==> src/jtg_regs.svh <==
`ifndef JTG_REGS_SVH
`define JTG_REGS_SVH

// Scan path widths
`define JTG_IR_W          4
`define JTG_DR_W          32

// Instruction codes
`define JTG_INS_EXTEST    4'h0
`define JTG_INS_SAMPLE    4'h1
`define JTG_INS_DEVICE_IDENTIFICATION_WORD    4'h2
`define JTG_INS_USERCODE  4'h3
`define JTG_INS_CHIPTAP   4'h4
`define JTG_INS_BYPASS    4'hF

// Capture value of the instruction register (bits 1:0 are 01)
`define JTG_IR_CAPTURE    4'h1

// Identification word fields
`define JTG_ID_VER_MSB    31
`define JTG_ID_VER_LSB    28
`define JTG_ID_PART_MSB   27
`define JTG_ID_PART_LSB   12
`define JTG_ID_MFR_MSB    11
`define JTG_ID_MFR_LSB    1

// User code fields
`define JTG_UC_UID_MSB    31
`define JTG_UC_UID_LSB    22
`define JTG_UC_REV_MSB    15
`define JTG_UC_REV_LSB    0

// Security word fields
`define JTG_SEC_DIS_BIT   0
`define JTG_SEC_UID_MSB   31
`define JTG_SEC_UID_LSB   22

// Timing
`define JTG_CLK_PERIOD_NS 40
`define JTG_INIT_MAX_NS   150000
`define JTG_INIT_CYCLES   (`JTG_INIT_MAX_NS / `JTG_CLK_PERIOD_NS)
`define JTG_INIT_CNT_W    12

`endif

==> src/jtg_pkg.sv <==
package jtg_pkg;

    // Test port controller states
    typedef enum logic [3:0] {
        JTG_RESET      = 4'h0,
        JTG_IDLE       = 4'h1,
        JTG_SEL_DR     = 4'h3,
        JTG_CAPTURE_DR = 4'h2,
        JTG_SHIFT_DR   = 4'h6,
        JTG_EXIT1_DR   = 4'h7,
        JTG_PAUSE_DR   = 4'h5,
        JTG_EXIT2_DR   = 4'h4,
        JTG_UPDATE_DR  = 4'hC,
        JTG_SEL_IR     = 4'hD,
        JTG_CAPTURE_IR = 4'hF,
        JTG_SHIFT_IR   = 4'hE,
        JTG_EXIT1_IR   = 4'hA,
        JTG_PAUSE_IR   = 4'hB,
        JTG_EXIT2_IR   = 4'h9,
        JTG_UPDATE_IR  = 4'h8
    } jtg_tap_state_type;

    // Boot sequencer states
    typedef enum logic [1:0] {
        JTG_BOOT_HELD = 2'h0,
        JTG_BOOT_LOCK = 2'h1,
        JTG_BOOT_RUN  = 2'h3
    } jtg_boot_state_type;

endpackage

==> src/jtg_tap.sv <==
`timescale 1ns/10ps
`default_nettype none
`include "jtg_regs.svh"

module jtg_tap
    import jtg_pkg::*;
#(
    parameter int          NUM_PINS    = 8,
    parameter logic [3:0]  ID_VERSION  = 4'h0,     // Arbitrary value
    parameter logic [15:0] ID_PART     = 16'h0001, // Arbitrary value
    parameter logic [10:0] ID_MAKER    = 11'h001,  // Arbitrary value
    parameter logic [15:0] SILICON_REV = 16'h0001  // Arbitrary value
) (
    // Clock and reset
    input  wire logic                i_clk,
    input  wire logic                i_sys_rst,
    // Test link pins
    input  wire logic                i_tck,
    input  wire logic                i_tms,
    input  wire logic                i_tdi,
    input  wire logic                i_trst_n,
    output logic                     o_tdo,
    output logic                     o_tdo_oe_n,
    // Chip-level port behind the top port
    output logic                     o_chip_tck,
    output logic                     o_chip_tms,
    output logic                     o_chip_tdi,
    input  wire logic                i_chip_tdo,
    // Boundary scan cells
    input  wire logic [NUM_PINS-1:0] i_pin_in,
    output logic      [NUM_PINS-1:0] o_pin_out,
    output logic                     o_pin_extest,
    // Security word from one-time memory
    input  wire logic [31:0]         i_otp_security,
    // Global reset and boot
    input  wire logic                i_chip_rst_n,
    input  wire logic                i_pll_lock,
    input  wire logic [1:0]          i_boot_cfg,
    output logic                     o_core_rst_n,
    output logic                     o_boot_start,
    output logic [1:0]               o_boot_mode,
    output logic                     o_init_overrun
);

    localparam logic [`JTG_INIT_CNT_W-1:0] INIT_CYCLES =
        `JTG_INIT_CNT_W'(`JTG_INIT_CYCLES);

    jtg_tap_state_type     state, next_state;
    jtg_boot_state_type    boot_state;
    logic [NUM_PINS+7:0]   pins_s;
    logic                  tck_s, tms_s, tdi_s, trst_s, ctdo_s, lock_s;
    logic [1:0]            cfg_s;
    logic [NUM_PINS-1:0]   pin_s, bsr_sh;
    logic                  tck_q, tck_rise, tck_fall, tap_rst, byp;
    logic [`JTG_IR_W-1:0]  ir_sh, ir;
    logic [`JTG_DR_W-1:0]  dr_sh, id_word, user_word;
    logic [1:0]            crst_sync;
    logic [`JTG_INIT_CNT_W-1:0] init_cnt;

    // Every pin from outside but the system and chip resets and the security word passes two flops before any logic reads it
    jtg_sync #(
        .WIDTH (NUM_PINS + 8)
    ) u_pin_sync (
        .i_clk     (i_clk),
        .i_sys_rst (i_sys_rst),
        .i_async   ({i_tck, i_tms, i_tdi, i_trst_n, i_chip_tdo,
                     i_pll_lock, i_boot_cfg, i_pin_in}),
        .o_sync    (pins_s)
    );
    assign {tck_s, tms_s, tdi_s, trst_s, ctdo_s, lock_s, cfg_s, pin_s} =
        pins_s;

    // Edge detection of the test clock, from the second stage only;
    // held at the idle low level in reset so no false edge follows it
    always_ff @(posedge i_clk) begin
        tck_q <= tck_s & ~i_sys_rst;
    end
    assign tck_rise = tck_s & ~tck_q;
    assign tck_fall = ~tck_s & tck_q;

    // Tied-low test reset or a locked-out part hold all test port logic in reset, not the boot sequencer
    assign tap_rst = i_sys_rst | ~trst_s
                   | i_otp_security[`JTG_SEC_DIS_BIT];

    // Fixed words presented on capture
    assign id_word = {ID_VERSION, ID_PART, ID_MAKER, 1'b1};
    assign user_word = {
        i_otp_security[`JTG_SEC_UID_MSB:`JTG_SEC_UID_LSB],
        6'h00,
        SILICON_REV};

    // Controller next state from the sampled mode select
    always_comb begin
        next_state = state;
        unique case (state)
            JTG_RESET:      next_state = tms_s ? JTG_RESET : JTG_IDLE;
            JTG_IDLE:       next_state = tms_s ? JTG_SEL_DR : JTG_IDLE;
            JTG_SEL_DR:     next_state = tms_s ? JTG_SEL_IR : JTG_CAPTURE_DR;
            JTG_CAPTURE_DR: next_state = tms_s ? JTG_EXIT1_DR : JTG_SHIFT_DR;
            JTG_SHIFT_DR:   next_state = tms_s ? JTG_EXIT1_DR : JTG_SHIFT_DR;
            JTG_EXIT1_DR:   next_state = tms_s ? JTG_UPDATE_DR : JTG_PAUSE_DR;
            JTG_PAUSE_DR:   next_state = tms_s ? JTG_EXIT2_DR : JTG_PAUSE_DR;
            JTG_EXIT2_DR:   next_state = tms_s ? JTG_UPDATE_DR : JTG_SHIFT_DR;
            JTG_UPDATE_DR:  next_state = tms_s ? JTG_SEL_DR : JTG_IDLE;
            JTG_SEL_IR:     next_state = tms_s ? JTG_RESET : JTG_CAPTURE_IR;
            JTG_CAPTURE_IR: next_state = tms_s ? JTG_EXIT1_IR : JTG_SHIFT_IR;
            JTG_SHIFT_IR:   next_state = tms_s ? JTG_EXIT1_IR : JTG_SHIFT_IR;
            JTG_EXIT1_IR:   next_state = tms_s ? JTG_UPDATE_IR : JTG_PAUSE_IR;
            JTG_PAUSE_IR:   next_state = tms_s ? JTG_EXIT2_IR : JTG_PAUSE_IR;
            JTG_EXIT2_IR:   next_state = tms_s ? JTG_UPDATE_IR : JTG_SHIFT_IR;
            JTG_UPDATE_IR:  next_state = tms_s ? JTG_SEL_DR : JTG_IDLE;
        endcase
    end

    // Controller state advances on each test clock rising edge
    always_ff @(posedge i_clk) begin
        if (tap_rst) begin
            state <= JTG_RESET;
        end else if (tck_rise) begin
            state <= next_state;
        end
    end

    // Instruction shift and update; reset selects DEVICE_IDENTIFICATION_WORD
    always_ff @(posedge i_clk) begin
        if (tap_rst) begin
            ir_sh <= `JTG_IR_CAPTURE;
            ir    <= `JTG_INS_DEVICE_IDENTIFICATION_WORD;
        end else if (tck_rise) begin
            unique case (state)
                JTG_RESET:      ir    <= `JTG_INS_DEVICE_IDENTIFICATION_WORD;
                JTG_CAPTURE_IR: ir_sh <= `JTG_IR_CAPTURE;
                JTG_SHIFT_IR:   ir_sh <= {tdi_s, ir_sh[`JTG_IR_W-1:1]};
                JTG_UPDATE_IR:  ir    <= ir_sh;
                default:        ir    <= ir;
            endcase
        end
    end

    // 32-bit data path for identification and user code; one-bit bypass
    always_ff @(posedge i_clk) begin
        if (tap_rst) begin
            dr_sh <= '0;
            byp   <= 1'b0;
        end else if (tck_rise) begin
            if (state == JTG_CAPTURE_DR) begin
                byp <= 1'b0;
                unique case (ir)
                    `JTG_INS_DEVICE_IDENTIFICATION_WORD:   dr_sh <= id_word;
                    `JTG_INS_USERCODE: dr_sh <= user_word;
                    default:           dr_sh <= '0;
                endcase
            end else if (state == JTG_SHIFT_DR) begin
                dr_sh <= {tdi_s, dr_sh[`JTG_DR_W-1:1]};
                byp   <= tdi_s;
            end
        end
    end

    // Boundary cells: sample pins on capture, drive them in EXTEST
    always_ff @(posedge i_clk) begin
        if (tap_rst) begin
            bsr_sh    <= '0;
            o_pin_out <= '0;
        end else if (tck_rise) begin
            if (state == JTG_CAPTURE_DR) begin
                bsr_sh <= pin_s;
            end else if (state == JTG_SHIFT_DR) begin
                bsr_sh <= {tdi_s, bsr_sh[NUM_PINS-1:1]};
            end else if (state == JTG_UPDATE_DR &&
                         (ir == `JTG_INS_EXTEST || ir == `JTG_INS_SAMPLE)) begin
                o_pin_out <= bsr_sh;
            end
        end
    end

    // Pins are handed to the scan cells only while EXTEST is current
    always_ff @(posedge i_clk) begin
        o_pin_extest <= !tap_rst && ir == `JTG_INS_EXTEST;
    end

    // Chip-level port follows the link while selected, idles otherwise
    always_ff @(posedge i_clk) begin
        if (!tap_rst && ir == `JTG_INS_CHIPTAP) begin
            o_chip_tck <= tck_s;
            o_chip_tms <= tms_s;
            o_chip_tdi <= tdi_s;
        end else begin
            o_chip_tck <= 1'b0;
            o_chip_tms <= 1'b1;
            o_chip_tdi <= 1'b1;
        end
    end

    // Output changes on the falling edge so the host samples it stable
    always_ff @(posedge i_clk) begin
        if (tap_rst) begin
            o_tdo      <= 1'b0;
            o_tdo_oe_n <= 1'b1;
        end else if (tck_fall) begin
            if (state == JTG_SHIFT_IR) begin
                o_tdo      <= ir_sh[0];
                o_tdo_oe_n <= 1'b0;
            end else if (state == JTG_SHIFT_DR) begin
                o_tdo_oe_n <= 1'b0;
                unique case (ir)
                    `JTG_INS_DEVICE_IDENTIFICATION_WORD,
                    `JTG_INS_USERCODE: o_tdo <= dr_sh[0];
                    `JTG_INS_EXTEST,
                    `JTG_INS_SAMPLE:   o_tdo <= bsr_sh[0];
                    `JTG_INS_CHIPTAP:  o_tdo <= ctdo_s;
                    default:           o_tdo <= byp;
                endcase
            end else begin
                o_tdo_oe_n <= 1'b1;
            end
        end
    end

    // Chip reset: asserts at once, releases on a clock edge
    always_ff @(posedge i_clk or negedge i_chip_rst_n) begin
        if (!i_chip_rst_n) begin
            crst_sync <= 2'b00;
        end else begin
            crst_sync <= {crst_sync[0], 1'b1};
        end
    end

    // Boot sequencer: wait for lock, then start in the strapped mode
    always_ff @(posedge i_clk or negedge i_chip_rst_n) begin
        if (!i_chip_rst_n) begin
            boot_state   <= JTG_BOOT_HELD;
            o_core_rst_n <= 1'b0;
            o_boot_start <= 1'b0;
        end else begin
            o_core_rst_n <= crst_sync[1];
            unique case (boot_state)
                JTG_BOOT_HELD: if (crst_sync[1]) begin
                    boot_state <= JTG_BOOT_LOCK;
                end
                JTG_BOOT_LOCK: if (lock_s) begin
                    boot_state   <= JTG_BOOT_RUN;
                    o_boot_start <= 1'b1;
                end
                JTG_BOOT_RUN: o_boot_start <= 1'b1;
                default: boot_state <= JTG_BOOT_HELD;
            endcase
        end
    end

    // Straps are caught at the moment boot begins, not under reset
    always_ff @(posedge i_clk) begin
        if (i_sys_rst) begin
            o_boot_mode <= 2'h0;
        end else if (boot_state == JTG_BOOT_LOCK && lock_s) begin
            o_boot_mode <= cfg_s;
        end
    end

    // Deadline watch: flags a lock that arrives too late to boot in time
    always_ff @(posedge i_clk or negedge i_chip_rst_n) begin
        if (!i_chip_rst_n) begin
            init_cnt       <= '0;
            o_init_overrun <= 1'b0;
        end else if (boot_state == JTG_BOOT_LOCK) begin
            if (init_cnt == INIT_CYCLES - 1'b1) begin
                o_init_overrun <= 1'b1;
            end else begin
                init_cnt <= init_cnt + 1'b1;
            end
        end
    end

endmodule

`default_nettype wire

==> src/jtg_sync.sv <==
`timescale 1ns/10ps
`default_nettype none

// Two-flop synchroniser, one chain per bit
module jtg_sync #(
    parameter int WIDTH = 1
) (
    // Clock and reset
    input  wire logic             i_clk,
    input  wire logic             i_sys_rst,
    // Data
    input  wire logic [WIDTH-1:0] i_async,
    output logic      [WIDTH-1:0] o_sync
);

    logic [WIDTH-1:0] meta;

    genvar g;
    generate
        for (g = 0; g < WIDTH; g = g + 1) begin : g_bit
            // First stage feeds only the second stage
            always_ff @(posedge i_clk) begin
                if (i_sys_rst) begin
                    meta[g]   <= 1'b0;
                    o_sync[g] <= 1'b0;
                end else begin
                    meta[g]   <= i_async[g];
                    o_sync[g] <= meta[g];
                end
            end
        end
    endgenerate

endmodule

`default_nettype wire

==> config.mk <==
export PLATFORM = sky130hd
export DESIGN_NAME = jtg_tap
export DESIGN_NICKNAME = d
export VERILOG_FILES = /design/src/jtg_pkg.sv /design/src/jtg_tap.sv /design/src/jtg_sync.sv
export VERILOG_INCLUDE_DIRS = /design/src
export SDC_FILE = /design/constraint.sdc
export NUM_CORES = 1
export LEC_CHECK = 0
export ABC_AREA = 1
export BUFFER_PORTS_ARGS = -buffer_cell sky130_fd_sc_hd__buf_2
export CORE_MARGIN = 3
export CORE_UTILIZATION = 50
export CTS_BUF_LIST = sky130_fd_sc_hd__clkbuf_2 sky130_fd_sc_hd__clkbuf_4 sky130_fd_sc_hd__clkbuf_8
export CTS_CLUSTER_DIAMETER = 80
export DETAILED_ROUTE_END_ITERATION = 16
export PLACE_DENSITY = 0.76
export SLEW_MARGIN = 20
export SYNTH_ARGS = -nofsm -noshare
export SYNTH_HDL_FRONTEND = slang
export SYNTH_HIERARCHICAL = 1
export SYNTH_SLANG_ARGS = --single-unit
==> constraint.sdc <==
create_clock -name i_clk -period 1.7 [get_ports i_clk]
set_input_delay 0.34 -clock i_clk [delete_from_list [all_inputs] [get_ports i_clk]]
set_output_delay 0.34 -clock i_clk [all_outputs]
set_load 0.02 [all_outputs]
After elaboration in Yosys (flattened, before gate mapping)
Index checks and enable logic that the tools add are counted.
{"block": "word_totals", "register_bits": 121, "inputBits": 51, "elab_cells": 151}
{"block": "op_classes", "addsub": 1, "n_eq_ne": 24, "muxes": 32, "bitwise_logic": 13, "reduce_logical": 28}
{"cell": "two-way mux 32 bit", "count": 2}
{"cell": "case mux 32 bit (2 select lines)", "count": 1}
{"cell": "case mux 4 bit (12 select lines)", "count": 1}
{"cell": "equality test 4 bit (second input constant)", "count": 8}
{"cell": "equality test 4 x 3 -> 1 bit (second input constant)", "count": 5}
{"cell": "equality test 4 x 2 -> 1 bit (second input constant)", "count": 4}
{"cell": "two-way mux 4 bit", "count": 4}
{"cell": "two-way mux 8 bit", "count": 2}
{"cell": "case mux 4 bit (2 select lines)", "count": 2}
{"cell": "AND reduction 2 bit", "count": 7}
{"cell": "adder 12 x 1 -> 12 bit (second input constant)", "count": 1}
{"cell": "equality test 12 bit (second input constant)", "count": 1}
{"cell": "two-way mux 1 bit", "count": 10}
{"cell": "two-way mux 2 bit", "count": 5}
{"cell": "nonzero test 2 bit", "count": 5}
{"cell": "equality test 4 x 1 -> 1 bit (second input constant)", "count": 2}
{"cell": "logical NOT 4 bit", "count": 2}
{"cell": "NOT 1 bit", "count": 8}
{"cell": "OR reduction 2 bit", "count": 4}
{"cell": "two-way mux 3 bit", "count": 2}
{"cell": "case mux 2 bit (3 select lines)", "count": 1}
{"cell": "logical AND 1 bit", "count": 4}
{"cell": "AND reduction 4 bit", "count": 1}
{"cell": "AND 1 bit", "count": 3}
{"cell": "other kinds (12)", "count": 13}

Longest topological paths before layout
Gate-level depths: netlist of the first run.
{"block": "logic_depth", "depth_word": 5, "mapped_depth": 10}

Modules after synthesis
The synthesis of the first run kept the hierarchy.
{"mod": "jtg_tap", "n_inst": 1, "cells_each": 529, "area_per_inst_um2": 4011.3}
{"mod": "jtg_sync", "n_inst": 1, "cells_each": 99, "area_per_inst_um2": 914.6}

Worst setup path before layout of the first run
Ideal clock, no wire load.
{"block": "synth_path", "path_type": "flip-flop to flip-flop", "start": "register init_cnt[0]", "end": "register init_cnt[8]", "t_arrival_ns": 1.281, "t_required_ns": 1.577, "slack_ns": 0.296, "stages_incl_launch_ff": 7, "path_buffers": 0, "period_less_slack_ns": 1.404, "cell_sequence": "dfrtp_1 -> ha_1 -> nand3_1 -> nor3_1 -> nand3_1 -> o21ai_0 -> nand2_1"}
{"block": "synth_between", "elab_chain_cells": 3}
{"element": "start: declaration", "line_no": "jtg_tap.sv:58", "source": "logic [`JTG_INIT_CNT_W-1:0] init_cnt;"}
{"element": "start signal: assignment", "line_no": "jtg_tap.sv:269", "source": "init_cnt <= init_cnt + 1'b1;"}
{"element": "parallel branches: the longest is 3 deep, another holds adder 12 x 1 -> 12 bit"}
Parallel ways; which one is timed is not known.
A chain may end at the register's enable or synchronous reset.

Worst setup path after layout of the first run
{"block": "layout_path", "start": "register state[3]", "end": "register dr_sh[23]"}
{"block": "layout_between", "elab_chain_cells": 3}
{"element": "start: declaration", "line_no": "jtg_tap.sv:48", "source": "jtg_tap_state_type state, next_state;"}
{"element": "start signal: assignment", "line_no": "jtg_tap.sv:120", "source": "state <= next_state;"}
{"element": "equality test 4 x 2 -> 1 bit / equality test 4 x 3 -> 1 bit (equally long branches)", "line_no": "jtg_tap.sv:146, jtg_tap.sv:153"}
{"element": "nonzero test 2 bit (no source line)"}
{"element": "AND reduction 2 bit (no source line)"}
{"element": "end signal: assignment", "line_no": "jtg_tap.sv:149", "source": "`JTG_INS_DEVICE_IDENTIFICATION_WORD: dr_sh <= id_word;"}
{"element": "end signal: assignment", "line_no": "jtg_tap.sv:150", "source": "`JTG_INS_USERCODE: dr_sh <= user_word;"}
{"element": "end signal: assignment", "line_no": "jtg_tap.sv:154", "source": "dr_sh <= {tdi_s, dr_sh[`JTG_DR_W-1:1]};"}
{"element": "end: declaration", "line_no": "jtg_tap.sv:56", "source": "logic [`JTG_DR_W-1:0] dr_sh, id_word, user_word;"}
Parallel ways exist; a longest one is shown, timed or not.

==> results of run 1 <==
==> worst reg2reg max path: stages (launching register included) <==
cell      delay, ps
dfxtp_1         420
nor2_4          230
nand2_4         140
nor3_4          360
nand2_1         120
nand2_1          80
o211ai_1         80
inv_1            50
==> per-stage QoR <==
stage	cell area (µm²)	hold slack, ps	utilization
2_1_floorplan	4930	44.4	-
3_3_place_gp	5260	294	0.559
3_5_place_dp	5260	294	0.559
4_1_cts	5700	85.1	0.605
5_1_grt	5730	91.0	0.609
6_report	5730	113	0.609
==> how the worst max path moves through the flow <==
| stage | endpoint | slack [ps] | cells past startpoint |
|---|---|---|---|
| after floorplan | init_cnt[8] | 300 | 6 |
| after global placement | dr_sh[29] | 160 | 7 |
| after detailed placement | init_cnt[8] | 70 | 6 |
| after CTS | init_cnt[8] | 50 | 6 |
| after global routing | dr_sh[23] | 20 | 7 |
| final | dr_sh[23] | 160 | 7 |
==> kinds of logic (layout without fill, tap and decap cells) <==
| logic type | Yosys count | after routing | synth area share |
|---|---|---|---|
| simple gates | 266 | 266 | 0.241 |
| compound gates | 121 | 121 | 0.130 |
| flops | 121 | 121 | 0.511 |
| buf+inv | 111 | 180 | 0.102 |
| xor+xnor | 6 | 6 | 0.0107 |
| fa+ha+maj | 2 | 2 | 0.00508 |
| other cells | 1 | 1 | 0.000761 |
==> registers in the layout, summed over array words and instances, names as in the netlist, 2 cells and up <==
signal             cells
dr_sh                 32
boot_state             2
ir                     4
crst_sync              2
init_cnt              12
ir_sh                  4
bsr_sh                 8
o_pin_out              8
state                  4
u_pin_sync/meta       16
o_boot_mode            2
u_pin_sync/o_sync     16
==> cell usage in the layout, fill, tap and decap left out, types with 2 or more instances in the layout <==
master / netlist / routed
nand3_1: 43 / 43
nand2_4: 2 / 2
nand4_1: 5 / 5
a211oi_1: 4 / 4
clkbuf_8: 0 / 21
clkinv_2: 0 / 4
inv_4: 1 / 2
xor2_1: 4 / 4
nor3_1: 7 / 6
clkbuf_4: 0 / 3
inv_1: 76 / 76
buf_4: 4 / 12
a21oi_1: 62 / 62
nand2_1: 119 / 119
nor2_4: 5 / 5
ha_1: 2 / 2
o21ai_1: 4 / 4
bufinv_16: 0 / 3
inv_2: 8 / 7
buf_2: 5 / 48
dfxtp_1: 102 / 101
nor3_2: 1 / 2
o21ai_0: 42 / 42
xnor2_1: 2 / 2
dfrtp_1: 19 / 18
nor2_1: 77 / 77
o211ai_1: 8 / 8
nand2_2: 2 / 2
==> synthesized netlist by cell type, types with 5 or more instances <==
master      n  area (µm²)
buf_2       5        25.0
nor2_4      5        56.3
a21oi_1    62         310
buf_6       8        90.1
inv_2       8        30.0
dfxtp_1   102        2040
nand4_1     5        31.3
dfrtp_1    19         475
nor3_1      7        35.0
nand3_1    43         215
nor2_1     77         289
o21ai_0    42         210
clkbuf_1    8        30.0
o211ai_1    8        60.1
nand2_1   119         447
inv_1      76         285
==> power by group through the flow <==
stage	combinational, W	clock, W	sequential (W)
global route	0.000314	0.00292	0.00303
detailed placement	0.000268	0	0.00308
CTS	0.000272	0.00279	0.00302
finish	0.000272	0.00271	0.00303
floorplan	0.000186	0	0.00306
global placement	0.000261	0	0.00307
==> layer usage <==
metal | GRT usage | vias up
met5 | 0 | -
met4 | 0.0853 | 0
met3 | 0.0508 | 21
met2 | 0.317 | 118
met1 | 0.248 | 1880
li1 | - | 2109
==> area by class of cell <==
class                           instances  share of cell area
Clock buffer                           24              0.0543
Inverter                               85              0.0565
Sequential cell                       121               0.440
Clock inverter                          8              0.0205
Multi-Input combinational cell        396               0.334
Timing Repair Buffer                   63              0.0672
Tap cell                              129              0.0282
==> repair_timing <==
item                                    in CTS  in global routing
hold buffers                                 1                  0
resized for setup                            0                  5
endpoints found under the hold margin       19                  0
endpoints found under the setup margin       0                  4
==> metrics.yaml, run 1 <==
power:
  cellLeakagePower_nw: 2.51
  switchingPower_w: 0.00132
  sw_frac_of_total: 0.220
  seqPwrFrac: 0.503
  p_total_w: 0.00601
  combPwrFrac: 0.045
  power.internal_w: 0.00469
  p_clk_frac: 0.451
  power_density_nw_per_um2: 1050
  ir_worst_vdd_mv: 0.668
die:
  die_area_um2: 11100
  fp-row-count: 35
  die_h_um: 105
  ios: 70
  core_um2: 9420
  initial_core_util: 0.523
  die_w_um: 105
worst_setup_path:
  worstSetupPathType: "register to register"
  path_common_cell: "nand2_1"
  rr_worst_depth: 7
  critPathLaunch: "state[3]"
  reg2reg_to: "dr_sh[23]"
  required_ps: 2080
  path_cells: "nor2_4 > nand2_4 > nor3_4 > nand2_1 > nand2_1 > o211ai_1 > inv_1"
  cp.buffers_inverters: 1
  rrSetupSlack_ps: 160
  crit_family: "simple AND/OR/NAND/NOR gates"
  startpoint_type: "register"
  critPathArrivalTime_ps: 1910
  critPathSlowestCell: "dfxtp_1"
  cpPeakStageDelay_ps: 420
  end_kind: "register"
  timing.rr.start: "state[3]"
  critical_path_peak_fanout: 12
global_route:
  grt_max_degree: 50
  grtUsageTotal: 0.196
  antenna_found_initial: 0
  grt_overflow_total: 0
  first_global_vias: 3989
  grt_pass1_wl_um: 17700
finish:
  multi_input_area_um2: 1910
  area_growth_pct: 16.4
  diodes: 0
  final_cells: 826
  final_layout_size_suffix_gt1_frac: 0.172
  nFillCells: 824
  regArea_um2: 2520
  layout.nets: 737
timing:
  skew_ps: 10.0
  fmax_mhz: 650
  tightest_slew_ps: 596
  slew_violations: 0
  rsz0062_at_grt: "no"
  finalCritPeriodShare: 0.905
  period_needed_ps: 1540
  setup_violations: 0
  setup_slack_ps: 161
  fin_setup_tns_ps: 0
  hold_viol_final: 0
  max_slew_margin: 0.602
yosys:
  synthCells: 628
  yosysWarnings: 6
  synth_flop_cell: "dfxtp_1"
  yosys_register_bits: 121
  netlist_area_um2: 4930
  syn_nets: 681
  yosysSeqAreaShare: 0.511
  synthArstFlopShare: 0.157
  synth_edf_count: 0
  yosysUniqueCellTypes: 34
  syn_area_per_cell_um2: 7.84
route:
  dr.max_layer_used: "met4"
  wl_met2_um: 4930
  wl_met3_um: 571
  wl_um: 10300
  drc_errors: 0
  dr.pass1.iters: 5
  via_per_inst: 5.00
  wl_per_cell_um: 12.4
  drtIter0Drc: 239
  antenna_left: 0
  vias: 4128
  wl_met1_um: 4580
clock_tree:
  htreeDepth: 4
  clk_pin_slew_ps: 70
  cts_tree: "yes"
  cts.sinks: 121
  clk_latency_ps: 420
  post-cts-setup-buffers: 0
  clock_path_buffers: 2
  cts_inserted_buffers: 17
  root_buffer: "clkbuf_8"
placed_design:
  dp_cells: 792
  dp_slack_ps: 69.0
  portBuffers: 48
  place_congestion: 0.840
  post-dp-hpwl_um: 6950
min_path:
  hold_depth: 3
  min-delay-start: "i_pin_in[4]"
  min_to: "u_pin_sync/meta[4]"
  hold_path_class: "input port to register"
run_status:
  status: "finished clean"
run:
  drv_cap: 0
(Power assumes the default switching activity.)
==> run 2: changes to the inputs <==
--- a/config.mk
+++ b/config.mk
@@ -6,14 +6,13 @@
 export SDC_FILE = /design/constraint.sdc
 export NUM_CORES = 1
 export LEC_CHECK = 0
-export ABC_AREA = 1
 export BUFFER_PORTS_ARGS = -buffer_cell sky130_fd_sc_hd__buf_2
 export CORE_MARGIN = 3
 export CORE_UTILIZATION = 50
 export CTS_BUF_LIST = sky130_fd_sc_hd__clkbuf_2 sky130_fd_sc_hd__clkbuf_4 sky130_fd_sc_hd__clkbuf_8
 export CTS_CLUSTER_DIAMETER = 80
 export DETAILED_ROUTE_END_ITERATION = 16
-export PLACE_DENSITY = 0.76
+export PLACE_DENSITY = 0.77
 export SLEW_MARGIN = 20
 export SYNTH_ARGS = -nofsm -noshare
 export SYNTH_HDL_FRONTEND = slang
==> metrics.yaml, run 2 <==
finish:
  reg_top3: "dr_sh (32), u_pin_sync/meta (16), u_pin_sync/o_sync (16)"
  area_growth_pct: 20.1
  final_layout_size_suffix_gt1_frac: 0.213  # +0.0407
  final_cells: 653  # -21%
  largest_reg_flops: 32  # unchanged
  largest-register: "dr_sh"
  diodes: 0  # unchanged
  final_common_cell: "dfxtp_1"
  final_cell_mix: "dfxtp_1 (100), a21oi_1 (48), buf_2 (48)"
  layout.nets: 585  # -21%
worst_setup_path:
  critPathSlowestCell: "or4b_4"
  crit_cells: 5  # -2
  path_cells: "or4b_4 > nor4_4 > buf_12 > mux2i_1 > nor2_1"
  critPathArrivalTime_ps: 1970  # +60 ps
  cp.buffers_inverters: 1  # unchanged
  crit_end: "o_pin_out[4]"
  reg2reg_to: "o_pin_out[4]"
  required_ps: 2010  # -70 ps
  critPathLaunch: "state[0]"
  startpoint_type: "register"
  rrSetupSlack_ps: 40  # -120 ps
  crit_family: "simple AND/OR/NAND/NOR gates"
  timing.rr.start: "state[0]"
  rr_worst_depth: 5  # -2
  worstSetupPathType: "register to register"
  end_kind: "register"
  critical_path_peak_fanout: 8  # -4
  cpPeakStageDelay_ps: 560  # +140 ps
placed_design:
  place_congestion: 0.785  # -6.5%
  post-dp-hpwl_um: 5750  # -17%
  portBuffers: 48  # unchanged
  dp_cells: 620  # -22%
  dp_slack_ps: 32.9  # -36.1 ps
clock_tree:
  cts_inserted_buffers: 17  # unchanged
  cts_tree: "yes"
  root_buffer: "clkbuf_8"
  clock_path_buffers: 2  # unchanged
  clk_pin_slew_ps: 80  # about the same
  clk_latency_ps: 420  # about the same
  htreeDepth: 4  # unchanged
  cts.sinks: 121  # unchanged
  post-cts-setup-buffers: 0  # unchanged
global_route:
  grt_pass1_wl_um: 14900  # -16%
  first_global_vias: 3350  # -16%
  grtUsageTotal: 0.182  # -0.0141
  grt_overflow_total: 0  # unchanged
  antenna_found_initial: 0  # unchanged
  grt_max_degree: 43  # -14%
power:
  power_density_nw_per_um2: 1140  # +8.7%
  cellLeakagePower_nw: 2.11  # -16%
  ir_worst_vdd_mv: 0.812  # +22%
yosys:
  synth_area_leaders: "dfxtp_1 (45%), dfrtp_1 (10%), nor2b_1 (5.5%), a21oi_1 (5.3%), nand2_1 (3.6%)"
  yosysMostFrequentCell: "dfxtp_1"
  synthSimpleGateAreaFrac: 0.221  # -0.0205
  yosys_register_bits: 121  # unchanged
  synth_compound_area_frac: 0.143  # +0.0133
  yosys.area_share.adder: 0.00547  # +0.000392
  syn_area_per_cell_um2: 9.53  # +21%
  synth_common_cells: "dfxtp_1 (102), a21oi_1 (48), nand2_1 (44)"
  synthCells: 480  # -24%
  synth_area_leader_cell: "dfxtp_1"
  yosysWarnings: 6  # unchanged
  muxShareOfSynthArea: 0.0219  # +0.0219
  yosysTopAreaCellShare: 0.447  # +0.0320
  netlist_area_um2: 4570  # -7.2%
  synthArstFlopShare: 0.157  # unchanged
  synth_edf_count: 0  # unchanged
  synth_xor_area_frac: 0.0192  # +0.00848
  yosysSeqAreaShare: 0.550  # +0.0394
  yosysUniqueCellTypes: 53  # +56%
  synth_top_family_by_area: "simple AND/OR/NAND/NOR gates"
  synth_flop_cell: "dfxtp_1"
  syn_nets: 533  # -22%
die:
  die_area_um2: 10300  # -6.8%
  initial_core_util: 0.519  # -0.00387
  ios: 70  # unchanged
  fp-row-count: 34  # -2.9%
  core_um2: 8810  # -6.5%
  die_w_um: 102  # -3.4%
  die_h_um: 102  # -3.4%
route:
  dr.pass1.iters: 5  # unchanged
  wl_um: 8820  # -14%
  drc_errors: 0  # unchanged
  wl_per_cell_um: 13.5  # +8.7%
  drtIter0Drc: 200  # -16%
  via_per_inst: 5.40  # +8.0%
  vias: 3525  # -15%
  antenna_left: 0  # unchanged
timing:
  period_needed_ps: 1660  # +124 ps
  finalCritPeriodShare: 0.978  # +0.0731
  setup_slack_ps: 37.0  # -124 ps
  skew_ps: 10.0  # -0.0285 ps
  rsz0062_at_grt: "yes"
  holdWs_ps: 120  # +7.59 ps
  fin_setup_tns_ps: 0  # unchanged
  hold_viol_final: 0  # unchanged
  slew_violations: 0  # unchanged
  fmax_mhz: 601  # -7.5%
  setup_violations: 0  # unchanged
min_path:
  min-delay-start: "i_pin_in[2]"
  hold_path_class: "input port to register"
run:
  drv_cap: 0  # unchanged
run_status:
  status: "finished clean"
==> run 2: where the power goes <==
group	total [W]	internal, W	switching [W]
clock	0.00300	0.00179	0.00122
combinational	0.000230	0.000118	0.000112
sequential	0.00303	0.00294	0.0000844
total	0.00626	0.00484	0.00141
==> run 2: routing by layer <==
layer / wire [µm] / vias to the layer above / GRT usage
li1: - / 1771 / -
met1: 3800 / 1642 / 0.220
met2: 4390 / 103 / 0.302
met3: 514 / 9 / 0.0613
met4: 123 / 0 / 0.0685
met5: 0 / - / 0
==> run 2: stage by stage <==
| step | util | power, W | instance area, µm² |
|---|---|---|---|
| 5_1_grt | 0.624 | 0.00651 | 5490 |
| 3_3_place_gp | 0.568 | 0.00330 | 5000 |
| 2_1_floorplan | - | 0.00322 | 4570 |
| 4_1_cts | 0.622 | 0.00632 | 5480 |
| 6_report | 0.624 | 0.00626 | 5490 |
| 3_5_place_dp | 0.568 | 0.00332 | 5000 |
==> run 2: how the worst min path moves through the flow <==
| stage | to | slack (ps) | cells past startpoint |
|---|---|---|---|
| 4_1_cts | u_pin_sync/meta[2] | 100 | 2 |
| 2_1_floorplan | boot_state[0] | 40 | 0 |
| 3_3_place_gp | crst_sync[0] | 290 | 1 |
| 5_1_grt | u_pin_sync/meta[13] | 100 | 2 |
| 6_report | u_pin_sync/meta[2] | 120 | 2 |
| 3_5_place_dp | crst_sync[0] | 290 | 1 |
==> run 2: logic make-up after synthesis <==
| group | after synthesis |
|---|---|
| XOR/XNOR | 10 |
| other | 1 |
| multiplexers | 10 |
| buffers and inverters | 40 |
| AND/OR/NAND/NOR | 187 |
| AO/OA/AOI/OAI | 109 |
| adder cells (fa/ha/maj) | 2 |
| flip-flops | 121 |
==> run 2: repair_timing <==
item / 4_1_cts / 5_1_grt
endpoints found under the setup margin: 0 / 27
gates resized for setup: 0 / 6
endpoints found under the hold margin: 19 / 0
hold buffers: 1 / 0
==> run 2: final cells by class <==
class,count,area [µm²]
clock inverter,15,239
inverter,4,15.0
tap,108,135
timing repair buffer,69,450
clock buffer,17,234
multi-input combinational,319,1900
sequential,121,2520
fill,713,3310
